<file path="src/design/pib_pkg.sv">
package pib_pkg;

  // ****************************************************************
  // register map (byte addresses, one word each)
  // ****************************************************************
  localparam logic [11:0] PIB_ADDR_FLAGS1   = 12'h000;
  localparam logic [11:0] PIB_ADDR_FLAGS2   = 12'h004;
  localparam logic [11:0] PIB_ADDR_FLAGS3   = 12'h008;
  localparam logic [11:0] PIB_ADDR_ENABLES1 = 12'h00c;
  localparam logic [11:0] PIB_ADDR_ENABLES2 = 12'h010;
  localparam logic [11:0] PIB_ADDR_ENABLES3 = 12'h014;
  localparam logic [11:0] PIB_ADDR_CONTROL  = 12'h018;
  localparam logic [11:0] PIB_ADDR_STATUS   = 12'h01c;

  // ****************************************************************
  // field positions
  // ****************************************************************
  // register 1
  localparam int PIB_B1_PARALLEL = 7;
  localparam int PIB_B1_CONVERT  = 6;
  localparam int PIB_B1_RX_FULL  = 5;
  localparam int PIB_B1_TX_EMPTY = 4;
  localparam int PIB_B1_SYNC     = 3;
  localparam int PIB_B1_CAPCMP1  = 2;
  localparam int PIB_B1_TIMER2     = 1;
  localparam int PIB_B1_TIMER1     = 0;
  // register 2
  localparam int PIB_B2_COMPAR   = 6;
  localparam int PIB_B2_EEPROM   = 4;
  localparam int PIB_B2_BUSCOL   = 3;
  localparam int PIB_B2_LOWV     = 2;
  localparam int PIB_B2_TIMER3     = 1;
  localparam int PIB_B2_ENHCC    = 0;
  // control register
  localparam int PIB_C_GLOBAL    = 0;
  localparam int PIB_C_PERIPH    = 1;
  localparam int PIB_C_PRIORITY  = 2;

  // ****************************************************************
  // implemented-bit masks and reset values
  // ****************************************************************
  localparam logic [7:0] PIB_MASK1_FULL  = 8'hff;
  localparam logic [7:0] PIB_MASK1_SMALL = 8'h7f;
  localparam logic [7:0] PIB_MASK2_FULL  = 8'h5f;
  localparam logic [7:0] PIB_MASK2_SMALL = 8'h1e;
  localparam logic [7:0] PIB_RST_FLAGS   = 8'h00;
  localparam logic [7:0] PIB_RST_EN12    = 8'h00;
  localparam logic [7:0] PIB_RST_EN3     = 8'hff;
  localparam logic [2:0] PIB_RST_CTRL    = 3'h0;

endpackage : pib_pkg

</file>
<file path="src/design/pib_regs_if.sv">
`timescale 1ns/1ps
`default_nettype none

// flags, enables and gate controls passed from bank to request combiner
interface pib_regs_if;
  logic [7:0] flags1;
  logic [7:0] flags2;
  logic [7:0] flags3;
  logic [7:0] en1;
  logic [7:0] en2;
  logic [7:0] en3;
  logic       periph_gate;
  logic       pending;

  modport bank (output flags1, flags2, flags3, en1, en2, en3, periph_gate,
                input pending);
  modport comb (input flags1, flags2, flags3, en1, en2, en3, periph_gate,
                output pending);
endinterface : pib_regs_if

`default_nettype wire

</file>
<file path="src/design/pib_req_comb.sv">
`timescale 1ns/1ps
`default_nettype none

module pib_req_comb (
  pib_regs_if.comb r
);
  import pib_pkg::*;

  // ****************************************************************
  // masked request combine
  // ****************************************************************
  logic any_masked;

  // or of flag and enable over every source
  always_comb begin
    any_masked = |(r.flags1 & r.en1) | |(r.flags2 & r.en2) | |(r.flags3 & r.en3);  // [RL21]
    r.pending  = any_masked & r.periph_gate;  // [RL3]
  end

endmodule : pib_req_comb

`default_nettype wire

</file>
<file path="src/design/pib_bank.sv">
`timescale 1ns/1ps
`default_nettype none

// How it works
// [RL1] flags set on their event regardless of enables or global enable
// [RL2] software should clear a flag before enabling and after servicing
// [RL3] without priority mode, peripheral global enable must also be set
// [RL4] register 1 holds parallel, converter, serial, capcmp1, timer2, timer1 flags
// [RL5] receive-full flag is read-only, follows buffer, cleared by buffer read
// [RL6] transmit-empty flag is read-only, cleared by writing transmit buffer
// [RL7] capcmp1 flag set on capture or compare, cleared only by software
// [RL8] timer flags set by hardware, held until software writes zero
// [RL9] register 2 holds comparator, eeprom, collision, low-voltage, timer3, enh capcmp
// [RL10] bits 7 and 5 of register 2 and enable 2 read zero
// [RL11] enhanced capcmp flag set on capture or compare, software cleared
// [RL12] small package drops parallel, comparator, enhanced capcmp bits
// [RL13] register 3 holds can invalid, wake, error, tx buffers, rx buffers
// [RL14] can error flag is a summary of several error sources
// [RL15] transmit buffer flag set when its buffer finishes sending
// [RL16] receive buffer flag set when its buffer gets a message
// [RL17] enable registers mirror flag positions; one enables the source
// [RL18] flags and enables 1,2 reset zero; enables 3 reset all ones
// [RL19] enable 2 holds comparator, eeprom, collision, low-voltage, timer3, enh capcmp
// [RL20] priority selection only acts while priority mode is enabled
// [RL21] request equals or of flag and enable, every cycle
module pib_bank #(
  parameter bit LARGE_PACKAGE = 1'b1
) (
  input  wire logic        i_clk,
  input  wire logic        i_srst,
  input  wire logic        i_ce,
  // apb slave
  input  wire logic        i_psel,
  input  wire logic        i_penable,
  input  wire logic        i_pwrite,
  input  wire logic [11:0] i_paddr,
  input  wire logic [31:0] i_pwdata,
  output logic      [31:0] o_prdata,
  output logic             o_pready,
  output logic             o_pslverr,
  // register 1 events, one-cycle pulses from on-chip logic; the serial rx-full and tx-empty inputs are levels
  input  wire logic        i_parallel_port_rw_evt,
  input  wire logic        i_converter_done_evt,
  input  wire logic        i_serial_rx_full,
  input  wire logic        i_serial_tx_empty,
  input  wire logic        i_sync_serial_evt,
  input  wire logic        i_capcmp1_evt,
  input  wire logic        i_timer2_match_evt,
  input  wire logic        i_timer1_overflow_evt,
  // register 2 events
  input  wire logic        i_comparator_change_evt,
  input  wire logic        i_eeprom_write_done_evt,
  input  wire logic        i_bus_collision_evt,
  input  wire logic        i_low_voltage_evt,
  input  wire logic        i_timer3_overflow_evt,
  input  wire logic        i_enh_capcmp_evt,
  // register 3 events from the can controller
  input  wire logic        i_can_invalid_msg_evt,
  input  wire logic        i_can_wake_evt,
  input  wire logic [3:0]  i_can_error_srcs,
  input  wire logic [2:0]  i_can_txbuf_done_evt,
  input  wire logic [1:0]  i_can_rxbuf_full_evt,
  // to the core
  output logic             o_periph_irq,
  output logic             o_global_irq_enable,
  output logic             o_priority_mode_enable
);
  import pib_pkg::*;

  // ****************************************************************
  // state
  // ****************************************************************
  typedef struct packed {
    logic [7:0]  flags1;
    logic [7:0]  flags2;
    logic [7:0]  flags3;
    logic [7:0]  en1;
    logic [7:0]  en2;
    logic [7:0]  en3;
    logic [2:0]  ctrl;
    logic [31:0] prdata;
    logic        pready;
    logic        pslverr;
    logic        irq;
  } pib_state_t;

  pib_state_t st_r;
  pib_state_t st_nxt;

  pib_regs_if rif ();

  localparam logic [7:0] MASK1 = LARGE_PACKAGE ? PIB_MASK1_FULL : PIB_MASK1_SMALL;
  localparam logic [7:0] MASK2 = LARGE_PACKAGE ? PIB_MASK2_FULL : PIB_MASK2_SMALL;

  // one read-modify-write rule for software-cleared flags:
  // hardware set wins over a software clear in the same cycle
  function automatic logic [7:0] flag_update(input logic [7:0] cur,
                                              input logic [7:0] set,
                                              input logic       wr,
                                              input logic [7:0] wdata,
                                              input logic [7:0] mask);
    logic [7:0] v;
    v = wr ? wdata : cur;
    flag_update = (v | set) & mask;
  endfunction : flag_update

  // ****************************************************************
  // decode and event vectors
  // ****************************************************************
  logic       acc;
  logic       wr_en;
  logic       addr_ok;
  logic [7:0] set1;
  logic [7:0] set2;
  logic [7:0] set3;
  logic [7:0] rd8;

  always_comb begin
    acc     = i_psel & i_penable & ~st_r.pready;
    wr_en   = acc & i_pwrite;
    addr_ok = (i_paddr[11:5] == 7'h00) && (i_paddr[1:0] == 2'h0);
    set1 = 8'h00;
    set1[PIB_B1_PARALLEL] = i_parallel_port_rw_evt;     // [RL1] [RL4]
    set1[PIB_B1_CONVERT]  = i_converter_done_evt;
    set1[PIB_B1_SYNC]     = i_sync_serial_evt;
    set1[PIB_B1_CAPCMP1]  = i_capcmp1_evt;              // [RL7]
    set1[PIB_B1_TIMER2]     = i_timer2_match_evt;         // [RL8]
    set1[PIB_B1_TIMER1]     = i_timer1_overflow_evt;      // [RL8]
    set2 = 8'h00;
    set2[PIB_B2_COMPAR]   = i_comparator_change_evt;    // [RL9]
    set2[PIB_B2_EEPROM]   = i_eeprom_write_done_evt;
    set2[PIB_B2_BUSCOL]   = i_bus_collision_evt;
    set2[PIB_B2_LOWV]     = i_low_voltage_evt;
    set2[PIB_B2_TIMER3]     = i_timer3_overflow_evt;
    set2[PIB_B2_ENHCC]    = i_enh_capcmp_evt;           // [RL11]
    // can error is one summary bit over all its sources
    set3 = {i_can_invalid_msg_evt, i_can_wake_evt, |i_can_error_srcs,  // [RL13] [RL14]
            i_can_txbuf_done_evt, i_can_rxbuf_full_evt};               // [RL15] [RL16]
  end

  // read mux, unmapped offsets read zero
  always_comb begin
    case (i_paddr)
      PIB_ADDR_FLAGS1:   rd8 = st_r.flags1;
      PIB_ADDR_FLAGS2:   rd8 = st_r.flags2;
      PIB_ADDR_FLAGS3:   rd8 = st_r.flags3;
      PIB_ADDR_ENABLES1: rd8 = st_r.en1;
      PIB_ADDR_ENABLES2: rd8 = st_r.en2;
      PIB_ADDR_ENABLES3: rd8 = st_r.en3;
      PIB_ADDR_CONTROL:  rd8 = {5'h00, st_r.ctrl};
      PIB_ADDR_STATUS:   rd8 = {7'h00, st_r.irq};
      default:           rd8 = 8'h00;
    endcase
  end

  // ****************************************************************
  // next state
  // ****************************************************************
  always_comb begin
    st_nxt = st_r;
    // apb answers in the cycle after the first access cycle
    st_nxt.pready  = acc;
    st_nxt.pslverr = acc & ~addr_ok;
    st_nxt.prdata  = (acc & ~i_pwrite) ? {24'h000000, rd8} : 32'h00000000;

    st_nxt.flags1 = flag_update(st_r.flags1, set1,
                                wr_en && i_paddr == PIB_ADDR_FLAGS1, i_pwdata[7:0],
                                MASK1);  // [RL12]
    // serial buffer flags are status levels, writes never touch them
    st_nxt.flags1[PIB_B1_RX_FULL]  = i_serial_rx_full;   // [RL5]
    st_nxt.flags1[PIB_B1_TX_EMPTY] = i_serial_tx_empty;  // [RL6]
    st_nxt.flags2 = flag_update(st_r.flags2, set2,
                                wr_en && i_paddr == PIB_ADDR_FLAGS2, i_pwdata[7:0],
                                MASK2);  // [RL10] [RL12]
    st_nxt.flags3 = flag_update(st_r.flags3, set3,
                                wr_en && i_paddr == PIB_ADDR_FLAGS3, i_pwdata[7:0],
                                8'hff);
    // enables mirror the flag layout
    if (wr_en && i_paddr == PIB_ADDR_ENABLES1) begin
      st_nxt.en1 = i_pwdata[7:0] & MASK1;  // [RL17]
    end
    if (wr_en && i_paddr == PIB_ADDR_ENABLES2) begin
      st_nxt.en2 = i_pwdata[7:0] & MASK2;  // [RL19] [RL10]
    end
    if (wr_en && i_paddr == PIB_ADDR_ENABLES3) begin
      st_nxt.en3 = i_pwdata[7:0];
    end
    if (wr_en && i_paddr == PIB_ADDR_CONTROL) begin
      st_nxt.ctrl = i_pwdata[2:0];
    end
    st_nxt.irq = rif.pending;  // [RL21]
  end

  // interface feed; in priority mode the one combined request goes to the core
  // priority logic, so the peripheral gate is bypassed there
  assign rif.flags1      = st_r.flags1;
  assign rif.flags2      = st_r.flags2;
  assign rif.flags3      = st_r.flags3;
  assign rif.en1         = st_r.en1;
  assign rif.en2         = st_r.en2;
  assign rif.en3         = st_r.en3;
  assign rif.periph_gate = st_r.ctrl[PIB_C_PRIORITY] | st_r.ctrl[PIB_C_PERIPH];  // [RL3] [RL20]

  pib_req_comb u_comb (
    .r (rif.comb)
  );

  // ****************************************************************
  // registers
  // ****************************************************************
  always_ff @(posedge i_clk) begin
    if (i_srst) begin
      st_r.flags1  <= PIB_RST_FLAGS;  // [RL18]
      st_r.flags2  <= PIB_RST_FLAGS;
      st_r.flags3  <= PIB_RST_FLAGS;
      st_r.en1     <= PIB_RST_EN12;
      st_r.en2     <= PIB_RST_EN12;
      st_r.en3     <= PIB_RST_EN3;    // [RL18]
      st_r.ctrl    <= PIB_RST_CTRL;
      st_r.prdata  <= 32'h00000000;
      st_r.pready  <= 1'b0;
      st_r.pslverr <= 1'b0;
      st_r.irq     <= 1'b0;
    end else if (i_ce) begin
      st_r <= st_nxt;
    end
  end

  assign o_prdata               = st_r.prdata;
  assign o_pready               = st_r.pready;
  assign o_pslverr              = st_r.pslverr;
  assign o_periph_irq           = st_r.irq;
  assign o_global_irq_enable    = st_r.ctrl[PIB_C_GLOBAL];
  assign o_priority_mode_enable = st_r.ctrl[PIB_C_PRIORITY];

endmodule : pib_bank

`default_nettype wire

</file>
<file path="config.mk">
export PLATFORM = sky130hd
export DESIGN_NAME = pib_bank
export DESIGN_NICKNAME = d
export VERILOG_FILES = /design/src/design/pib_pkg.sv /design/src/design/pib_regs_if.sv /design/src/design/pib_req_comb.sv /design/src/design/pib_bank.sv
export SDC_FILE = /design/constraint.sdc
export NUM_CORES = 1
export LEC_CHECK = 0
export ABC_AREA = 1
export BUFFER_PORTS_ARGS = -buffer_cell sky130_fd_sc_hd__buf_2
export CORE_MARGIN = 2
export CORE_UTILIZATION = 51
export CTS_CLUSTER_DIAMETER = 200
export DETAILED_ROUTE_END_ITERATION = 10
export PLACE_DENSITY = 0.85
export SLEW_MARGIN = 10
export SYNTH_ARGS = -nofsm -noshare
export SYNTH_HDL_FRONTEND = slang
export SYNTH_SLANG_ARGS = --single-unit
</file>
<file path="constraint.sdc">
create_clock -name i_clk -period 1.9 [get_ports i_clk]
set_clock_uncertainty 0.15 [all_clocks]
set_input_delay 0.19 -clock i_clk [delete_from_list [all_inputs] [get_ports i_clk]]
set_output_delay 0.19 -clock i_clk [all_outputs]
set_load 0.005 [all_outputs]
</file>
**Word-level counts from Yosys, hierarchy flattened**

Cells that the tools add are included.

- Register bits after elaboration: 82
- Input port bits: 75
- Output and inout port bits: 37
- Logic and storage cells: 60

- Equality and inequality tests: 7
- Multiplexer cells: 5
- Bitwise operators: 18
- Reduce and logical (&&, ||, !) cells: 19

Operator list:

| kind | number |
|---|---|
| $pmux 8 s8 | 1 |
| $eq 12x5->1 const B | 4 |
| $eq 12x4->1 const B | 2 |
| $mux 8 | 3 |
| $reduce_or 8->1 | 3 |
| $and 8x8->8 | 2 |
| $or 8x8->8 | 2 |
| $eq 12x3->1 const B | 1 |
| $logic_not 12->1 | 1 |
| $logic_and 1x1->1 | 8 |
| $reduce_and 2->1 | 4 |
| $and 7x7->7 | 1 |
| $logic_not 7->1 | 1 |
| $mux 7 | 1 |
| $or 7x7->7 | 1 |
| $and 1x1->1 | 6 |
| $reduce_or 4->1 | 1 |
| $not 1->1 | 3 |
| $or 1x1->1 | 3 |
| $logic_not 2->1 | 1 |

**Longest topological paths before layout**

Gate-level depths: netlist (run 1).

- Depth in word-level cells: 6
- Gate-level depth with buffers: 11
- Depth with buffers taken out: 10

**Modules after synthesis**

Synthesis (run 1) repeated with hierarchy kept, for this count alone.

- Cell total of the unflattened synthesis: 479
- Area, all modules: 3,309.4 um^2

By module, submodules not included:

| module | times used | cells an instance | area an instance (um^2) | seq. area each (um^2) |
|---|---|---|---|---|
| pib_bank | 1 | 435 | 3,138.0 | 1,161.1 |
| pib_req_comb | 1 | 44 | 171.4 | 0.0 |

**Worst setup path after synthesis (run 1)**

No wires, ideal clock.

- Kind: reg2reg
- From: reg st_r, in the netlist o_pready
- To: reg st_r[36] (netlist bit)
- Library setup time: 119 ps
- Arrival: 1,267 ps
- Required time: 1,631 ps
- Slack: 363 ps
- Stages on the path, launching flop included: 10
- Buffers on the path: 0
- Clock period less this slack: 1,537 ps
- Path through: dfxtp_1 > inv_1 > nand4_4 > inv_2 > nand2_4 > clkinv_2 > nand3_1 > clkinv_1 > o21ai_0 > a21oi_1

- Cells in the longest elaborated chain, start to end: 5

Ends and longest elaborated chain:

| what | RTL line | source |
|---|---|---|
| start, declared | pib_bank.sv:87 | `pib_state_t st_r;` |
| start signal, assigned | pib_bank.sv:225 | `st_r <= st_nxt;` |
| $not 1->1 | pib_bank.sv:119 | `acc = i_psel & i_penable & ~st_r.pready;` |
| $and 1x1->1 | pib_bank.sv:119 |  |
| $and 1x1->1 | pib_bank.sv:120 | `wr_en = acc & i_pwrite;` |
| $logic_and 1x1->1 | pib_bank.sv:188 | `if (wr_en && i_paddr == PIB_ADDR_CONTROL) begin` |
| $reduce_and 2->1 (no source line) | - |  |

No other way between the ends.
A chain may end at the register's enable or synchronous reset.

**Final worst setup path (run 1)**

Ends and elaborated chain as after synthesis.

==> summary.log, run 1 <==
[run_status] result of the run complete, but fails checks
[run_status] failing checks DRC
[global_routing] initial antenna violation count 0
[yosys] number of storage elements in the synthesis netlist 58
[yosys] Syn Std Cell Area 0.00341 sq mm
[layout] footprint of the multi-input gates 0.00179 sq mm
[cts] count of buffers added by post-CTS timing repair for setup 0
[sta] post-route fraction of the period consumed by the critical path 0.854
[layout] count of antenna diodes in the layout 0
[drt] detailed-routing iteration count for the pre-antenna-repair pass 10
[cts] clock latency on the worst-skew pair 0.35 ns
[global_routing] maximum number of pins on one net before global-route repair 45
[setup_path] CP bufs+invs 4
[run] max_cap viols 0
[yosys] average footprint of a synthesized cell 7.20 sq um
[floorplanning] height of the die 85.7 um
[setup_path] Critical Path RT 1.99 ns
[floorplanning] die width 85.7 um
[drt] wire length after detailed routing 8.82 mm
[drt] detailed-route via count 3364
[sta] post-layout minimum cycle time 1.62 ns
[setup_path] Worst Setup SP o_pready
[yosys] most frequent cell after synthesis sky130_fd_sc_hd__nand2_1
[sta] post-route worst setup slack 0.277 ns
[setup_path] type of the worst setup path register to register
[floorplanning] I/O Pins 112
[setup_path] kind of cell adding the most delay to the critical path buffers and inverters
[sta] unrepaired setup endpoints after global routing false
[drt] DRT iter0 DRCs 315
[layout] nets@finish 619
[place] half-perimeter wire length after placement 6.27 mm
[yosys] number of synthesized flops with an enable pin 0
[cts] htree depth 3
[yosys] top cell type's share of synthesized area 0.341
[layout] area used by sequential logic in the layout 0.00116 sq mm
[global_routing] gr usage total 0.246
[cts] TritonCTS sink count 58
[power] Final Power 2.70 mW
[yosys] Post-Syn Instances 473
[global_routing] number of global-route vias before repair 2975
[setup_path] Max Fanout on Critical Path 6
[yosys] fraction of synthesis flops using an asynchronous set or reset pin 0
[yosys] share of the yosys chip area belonging to registers 0.341
[yosys] count of yosys warnings during synthesis 0
[worst_hold_path] classification of the worst-slack hold path input port to register
[layout] post-layout util 0.621
[cts] Clock Path Buffers 2
[setup_path] launch instance of the worst register-to-register path o_pready
[yosys] Synth area leader sky130_fd_sc_hd__dfxtp_1
[yosys] most used standard cells in the synthesized netlist sky130_fd_sc_hd__nand2_1 (109), sky130_fd_sc_hd__dfxtp_1 (58), sky130_fd_sc_hd__nand3_1 (48)
[yosys] largest cells by area after synthesis sky130_fd_sc_hd__dfxtp_1 (34%), sky130_fd_sc_hd__nand2_1 (12%), sky130_fd_sc_hd__buf_4 (7.7%), sky130_fd_sc_hd__nand3_1 (7.1%), sky130_fd_sc_hd__o21ai_0 (6.0%)
[power] static leakage power 1.99 nW
[cts] clock tree root buffer cell sky130_fd_sc_hd__clkbuf_8
[drt] WL per Instance 14.1 um
[cts] clock tree from TritonCTS built
[sta] Total Negative Setup Slacks 0 ns
[global_routing] wire length of the first global-routing pass 14.2 mm
[setup_path] Critical-path top delay cell sky130_fd_sc_hd__dfxtp_1
[global_routing] global route total overflow 0
[drt] number of remaining DRC errors 8
[layout] # fillers 589
[sta] final setup violation count 0
[drt] number of vias per cell 5.38
[cts] clock buffers created by TritonCTS 9
[drt] count of nets left with antenna violations after detail routing 0
[place] DP Worst Slack 0.139 ns
[worst_hold_path] hold wc startpoint i_can_rxbuf_full_evt[0]
[setup_path] Critical Path, Cell by Cell inv_1 -> nand4_4 -> inv_2 -> nand2_4 -> clkinv_2 -> nand3_1 -> clkinv_1 -> o21ai_0 -> a21oi_1
[yosys] main flop type after synthesis sky130_fd_sc_hd__dfxtp_1
[setup_path] nature of the critical path startpoint register
[setup_path] critical path arrival 1.71 ns
[layout] share of layout cells above drive strength 1 0.235
[power] worst IR drop on VDD 0.486 mV
[place] final RePlAce weighted congestion 0.906
[floorplanning] full die area 0.00735 sq mm
[sta] Hold Vio Cnt, Final 0
[floorplanning] count of standard-cell rows 29
[setup_path] Critical Path End Type register
[floorplanning] effective utilization at floorplan 0.530
[yosys] number of distinct library cells after synthesis 36
[floorplanning] core box area 0.00642 sq mm
[sta] Achievable Freq 0.616 GHz
[power] power per cell area 677 mW/mm^2
[cts] Reg clk slew, reported paths 0.06 ns
[place] count of port buffers added during placement 63
[setup_path] Largest stage delay, worst path 0.35 ns
[sta] number of slew-limit violations in the final report 0
[layout] layout overhead on the synthesized area 17.0%
-- final timing paths --
path | slack [ns] | endpoint | cells after the start
min | 0.01 | rif.flags3[0] | 5
max | 0.28 | st_r[36] | 9
min reg2reg | 0.31 | o_pslverr | 2
max reg2reg | 0.28 | st_r[36] | 9
-- cells in the final DEF, fill, tap and decap left out, types with 4 or more instances in the layout --
master / synthesis / layout
sky130_fd_sc_hd__nor2_4: 8 / 8
sky130_fd_sc_hd__a21oi_2: 5 / 5
sky130_fd_sc_hd__o21ai_0: 41 / 41
sky130_fd_sc_hd__nand4_1: 8 / 8
sky130_fd_sc_hd__inv_1: 40 / 40
sky130_fd_sc_hd__o211ai_1: 5 / 5
sky130_fd_sc_hd__dlygate4sd3_1: 0 / 11
sky130_fd_sc_hd__nor2_2: 4 / 4
sky130_fd_sc_hd__dfxtp_1: 58 / 58
sky130_fd_sc_hd__nand2_1: 109 / 109
sky130_fd_sc_hd__a21oi_1: 19 / 19
sky130_fd_sc_hd__a22oi_1: 15 / 15
sky130_fd_sc_hd__nor2_1: 33 / 33
sky130_fd_sc_hd__nand3_1: 48 / 48
sky130_fd_sc_hd__clkbuf_8: 0 / 10
sky130_fd_sc_hd__nand2_4: 4 / 4
sky130_fd_sc_hd__conb_1: 1 / 24
sky130_fd_sc_hd__buf_12: 0 / 4
sky130_fd_sc_hd__buf_2: 3 / 63
sky130_fd_sc_hd__buf_4: 35 / 9
-- metal layers --
layer / vias to the layer above / wire [um] / GRT usage
met1: 1514 / 3900 / 0.336
met3: 22 / 841 / 0.0664
met5: - / 0 / 0
li1: 1649 / - / -
met4: 0 / 166 / 0.0967
met2: 179 / 3920 / 0.370
-- sequential cells by signal, summed over array words and instances, names as in the netlist --
| name | flops |
|---|---|
| o_prdata | 8 |
| rif.en1 | 8 |
| rif.en3 | 8 |
| rif.flags1 | 8 |
| rif.flags3 | 8 |
| rif.en2 | 6 |
| rif.flags2 | 6 |
| o_global_irq_enable | 1 |
| o_periph_irq | 1 |
| o_pready | 1 |
| o_priority_mode_enable | 1 |
| o_pslverr | 1 |
| st_r | 1 |
-- where the power goes --
| part | switching (mW) | internal, mW |
|---|---|---|
| Clock | 0.504 | 0.628 |
| Sequential | 0.0272 | 1.25 |
| Combinational | 0.173 | 0.118 |
| Total | 0.704 | 2.00 |
-- repair_timing --
item,in CTS,in global routing
gates resized for setup,0,0
hold buffers,11,0
hold endpoints to repair,12,0
-- cell type report --
type / count / share of cell area
clock inverters: 5 / 0.0138
flip-flops and latches: 58 / 0.291
repair buffers: 87 / 0.144
clock buffers: 10 / 0.0345
well taps: 77 / 0.0242
inverters: 45 / 0.0427
multi-input cells: 343 / 0.450
-- metrics by stage --
stage / area (sq um) / hold WS (ns) / instances
2_1_floorplan: 3490 / 0.102 / 496
3_3_place_gp: 3680 / 0.271 / 599
3_5_place_dp: 3680 / 0.288 / 599
4_1_cts: 3990 / 0.00265 / 625
5_1_grt: 3990 / 0.0385 / 625
6_report: 3990 / 0.0124 / 625
-- logic make-up (layout without fill, tap and decap cells) --
| kind of cell | Yosys count | in the layout | synth area share |
|---|---|---|---|
| flip-flops | 58 | 58 | 0.341 |
| AO/OA/AOI/OAI | 93 | 93 | 0.162 |
| other | 1 | 24 | 0.00110 |
| buffers and inverters | 95 | 147 | 0.158 |
| AND/OR/NAND/NOR | 226 | 226 | 0.338 |
-- worst min-delay path, delay by kind of cell --
kind,cells,cell delay [ns]
compound gates,1,0.07
buf+inv,2,0.12
simple gates,2,0.10
No activity file was read; power rests on OpenSTA's default activity.
==> inputs of run 2 (changes only) <==
--- a/config.mk
+++ b/config.mk
@@ -6,12 +6,12 @@
 export NUM_CORES = 1
 export LEC_CHECK = 0
 export ABC_AREA = 1
-export BUFFER_PORTS_ARGS = -buffer_cell sky130_fd_sc_hd__buf_2
+export BUFFER_PORTS_ARGS = -buffer_cell sky130_fd_sc_hd__buf_4
 export CORE_MARGIN = 2
-export CORE_UTILIZATION = 51
+export CORE_UTILIZATION = 46
 export CTS_CLUSTER_DIAMETER = 200
 export DETAILED_ROUTE_END_ITERATION = 10
-export PLACE_DENSITY = 0.85
+export PLACE_DENSITY = 0.82
 export SLEW_MARGIN = 10
 export SYNTH_ARGS = -nofsm -noshare
 export SYNTH_HDL_FRONTEND = slang
==> constraint.sdc (replaced) <==
create_clock -name i_clk -period 1.4 [get_ports i_clk]
set_clock_uncertainty 0.15 [all_clocks]
set_input_delay 0.14 -clock i_clk [delete_from_list [all_inputs] [get_ports i_clk]]
set_output_delay 0.14 -clock i_clk [all_outputs]
set_load 0.005 [all_outputs]
==> run 2 against run 1 <==
  * The flow finishes with violations (hold timing, setup timing)
  * Sequential share of layout area is 4.9 points lower
  * Cell count is 9.4% higher
  * Global-route usage is 0.61 points higher
  * Core utilization is 4.5 points higher
  * Non-clock buffer count is 34 higher
  * Sequential power is 36% higher
  * Wire length is 21% higher
  * First-iteration DRC count is 16% higher
  * Via count is 9.5% higher
  * Total power is 45% higher
  * Critical path depth stayed put
  * Combinational power is 93% higher
  * Largest cell class unchanged
  * Highest routed layer unchanged
==> summary.log, run 2 (synthesis results as in run 1) <==
[drt] count of nets left with antenna violations after detail routing 0 [unchanged]
[setup_path] Critical Path RT 1.52 ns [-0.47 ns]
[global_routing] maximum number of pins on one net before global-route repair 44 [-2.2%]
[drt] WL per Instance 15.6 um [+10%]
[setup_path] critical path arrival 1.60 ns [-0.11 ns]
[sta] final setup violation count 29 [+29]
[place] final RePlAce weighted congestion 0.920 [+1.6%]
[floorplanning] I/O Pins 112 [unchanged]
[floorplanning] core box area 0.00721 sq mm [+12%]
[global_routing] gr usage total 0.252 [+0.00610]
[sta] number of slew-limit violations in the final report 0 [unchanged]
[power] worst IR drop on VDD 0.435 mV [-11%]
[setup_path] capturing point of the worst reg2reg path rif.en2[0]
[layout] nets@finish 656 [+6.0%]
[cts] TritonCTS sink count 58 [unchanged]
[cts] clock tree root buffer cell sky130_fd_sc_hd__clkbuf_8
[sta] post-route fraction of the period consumed by the critical path 1.05 [+0.199]
[setup_path] launch instance of the worst register-to-register path o_pready
[layout] layout overhead on the synthesized area 41.0%
[worst_hold_path] classification of the worst-slack hold path input port to register
[drt] detailed-routing iteration count for the pre-antenna-repair pass 4 [-6]
[sta] post-layout minimum cycle time 1.48 ns [-0.148 ns]
[setup_path] Critical Path End Type register
[floorplanning] effective utilization at floorplan 0.472 [-0.0582]
[run_status] failing checks hold timing, setup timing
[sta] post-route worst setup slack -0.0752 ns [-0.352 ns]
[drt] number of remaining DRC errors 0 [-8]
[drt] detailed-route via count 3684 [+9.5%]
[layout] # fillers 589 [unchanged]
[cts] clock latency on the worst-skew pair 0.34 ns [about the same]
[layout] footprint of the multi-input gates 0.00206 sq mm [+15%]
[sta] Hold Worst Slack -0.0153 ns [-0.0278 ns]
[sta] unrepaired setup endpoints after global routing true
[layout] share of layout cells above drive strength 1 0.352 [+0.117]
[drt] number of vias per cell 5.39 [about the same]
[sta] Achievable Freq 0.678 GHz [+10%]
[global_routing] initial antenna violation count 0 [unchanged]
[drt] DRT iter0 DRCs 365 [+16%]
[layout] most frequent standard cell in the layout excluding fill and tap cells sky130_fd_sc_hd__nand2_1
[layout] top library cells by usage in the layout, fill and taps aside sky130_fd_sc_hd__nand2_1 (99), sky130_fd_sc_hd__buf_4 (85), sky130_fd_sc_hd__dfxtp_1 (57), sky130_fd_sc_hd__nand3_1 (45), sky130_fd_sc_hd__inv_1 (38)
[setup_path] depth of the worst register-to-register path 9 [unchanged]
[floorplanning] count of standard-cell rows 31 [+6.9%]
[layout] area used by sequential logic in the layout 0.00116 sq mm [+0.11%]
[run_status] result of the run complete, but fails checks
[power] power per cell area 814 mW/mm^2 [+20%]
[floorplanning] height of the die 90.1 um [+5.0%]
[global_routing] global route total overflow 0 [unchanged]
[drt] wire length after detailed routing 10.7 mm [+21%]
[floorplanning] die width 90.1 um [+5.0%]
[setup_path] register-to-register path setup slack -0.08 ns [-0.35 ns]
[global_routing] number of global-route vias before repair 3442 [+16%]
[setup_path] Max Fanout on Critical Path 8 [+2]
[setup_path] last element of the critical path rif.en2[0]
[setup_path] Worst Setup SP o_pready
[layout] post-layout util 0.666 [+0.0451]
[cts] Clock Path Buffers 2 [unchanged]
[layout] count of antenna diodes in the layout 0 [unchanged]
[global_routing] wire length of the first global-routing pass 16.6 mm [+17%]
[power] Final Power 3.91 mW [+45%]
[run] max_cap viols 0 [unchanged]
[cts] clock buffers created by TritonCTS 9 [unchanged]
[cts] htree depth 3 [unchanged]
[place] half-perimeter wire length after placement 6.99 mm [+11%]
[cts] clock tree from TritonCTS built
[sta] Hold Vio Cnt, Final 1 [+1]
[setup_path] type of the worst setup path register to register
[floorplanning] full die area 0.00811 sq mm [+10%]
[power] static leakage power 2.27 nW [+14%]
[place] count of port buffers added during placement 63 [unchanged]
[cts] Reg clk slew, reported paths 0.07 ns [about the same]
[setup_path] nature of the critical path startpoint register
[run 2: cell type report]
class	count	area share
Multi-Input combinational cell	346	0.429
Timing Repair Buffer	121	0.219
Tap cell	99	0.0258
Clock buffer	13	0.0352
Sequential cell	58	0.242
Clock inverter	2	0.00729
Inverter	45	0.0414
[run 2: where the power goes]
part	internal, mW	switching, mW	leakage (nW)	total (mW)
logic	0.274	0.290	1.69	0.563
clock network	0.955	0.655	0.106	1.61
registers	1.70	0.0421	0.473	1.74
total	2.93	0.986	2.27	3.91
[run 2: worst min path at each step]
stage / slack, ns / endpoint / depth (start not counted) / startpoint
floorplan: 0.05 / o_prdata[0] / 1 / i_srst
global route: 0.01 / rif.flags2[2] / 5 / i_low_voltage_evt
global placement: 0.21 / rif.flags1[5] / 3 / i_serial_rx_full
finish: -0.02 / rif.flags2[2] / 5 / i_low_voltage_evt
CTS: 0.000004 / rif.flags2[2] / 5 / i_low_voltage_evt
detailed placement: 0.23 / rif.flags1[4] / 3 / i_serial_tx_empty
[run 2: timing repair]
action	CTS	global route
pin swaps	2	18
endpoints found under the setup margin	36	52
hold buffers	27	0
hold endpoints to repair	33	0
gates resized for setup	24	70
setup buffers	3	2
gates cloned	2	1
[run 2: layer usage]
layer / up-vias / track usage / share of wire
met2: 200 / 0.416 / 0.48
met4: 0 / 0.0769 / 0.016
met5: - / 0 / 0
met3: 18 / 0.0520 / 0.092
li1: 1733 / - / -
met1: 1733 / 0.332 / 0.41
[run 2: through the flow]
stage               instances  area [sq um]  worst slack [ns]  setup TNS, ns  hold slack (ns)
global placement          634          4010            -0.275          -5.67            0.213
global route              684          4800            -0.153          -4.29           0.0118
floorplan                 496          3530          -0.00575        -0.0141           0.0524
finish                    684          4800           -0.0752         -0.784          -0.0153
detailed placement        634          4010            -0.306          -8.46            0.228
CTS                       681          4570           -0.0831          -1.06       0.00000383
[run 2: critical path, cell delays in order, from the launching register on]
cell and delay (ns):
sky130_fd_sc_hd__dfxtp_2 0.32, sky130_fd_sc_hd__inv_2 0.06, sky130_fd_sc_hd__nand4_4 0.10, sky130_fd_sc_hd__clkinv_4 0.12, sky130_fd_sc_hd__nand2_8 0.12, sky130_fd_sc_hd__clkinv_8 0.10, sky130_fd_sc_hd__nand3_4 0.13, sky130_fd_sc_hd__inv_8 0.12
sky130_fd_sc_hd__o21ai_2 0.06, sky130_fd_sc_hd__a21oi_1 0.12
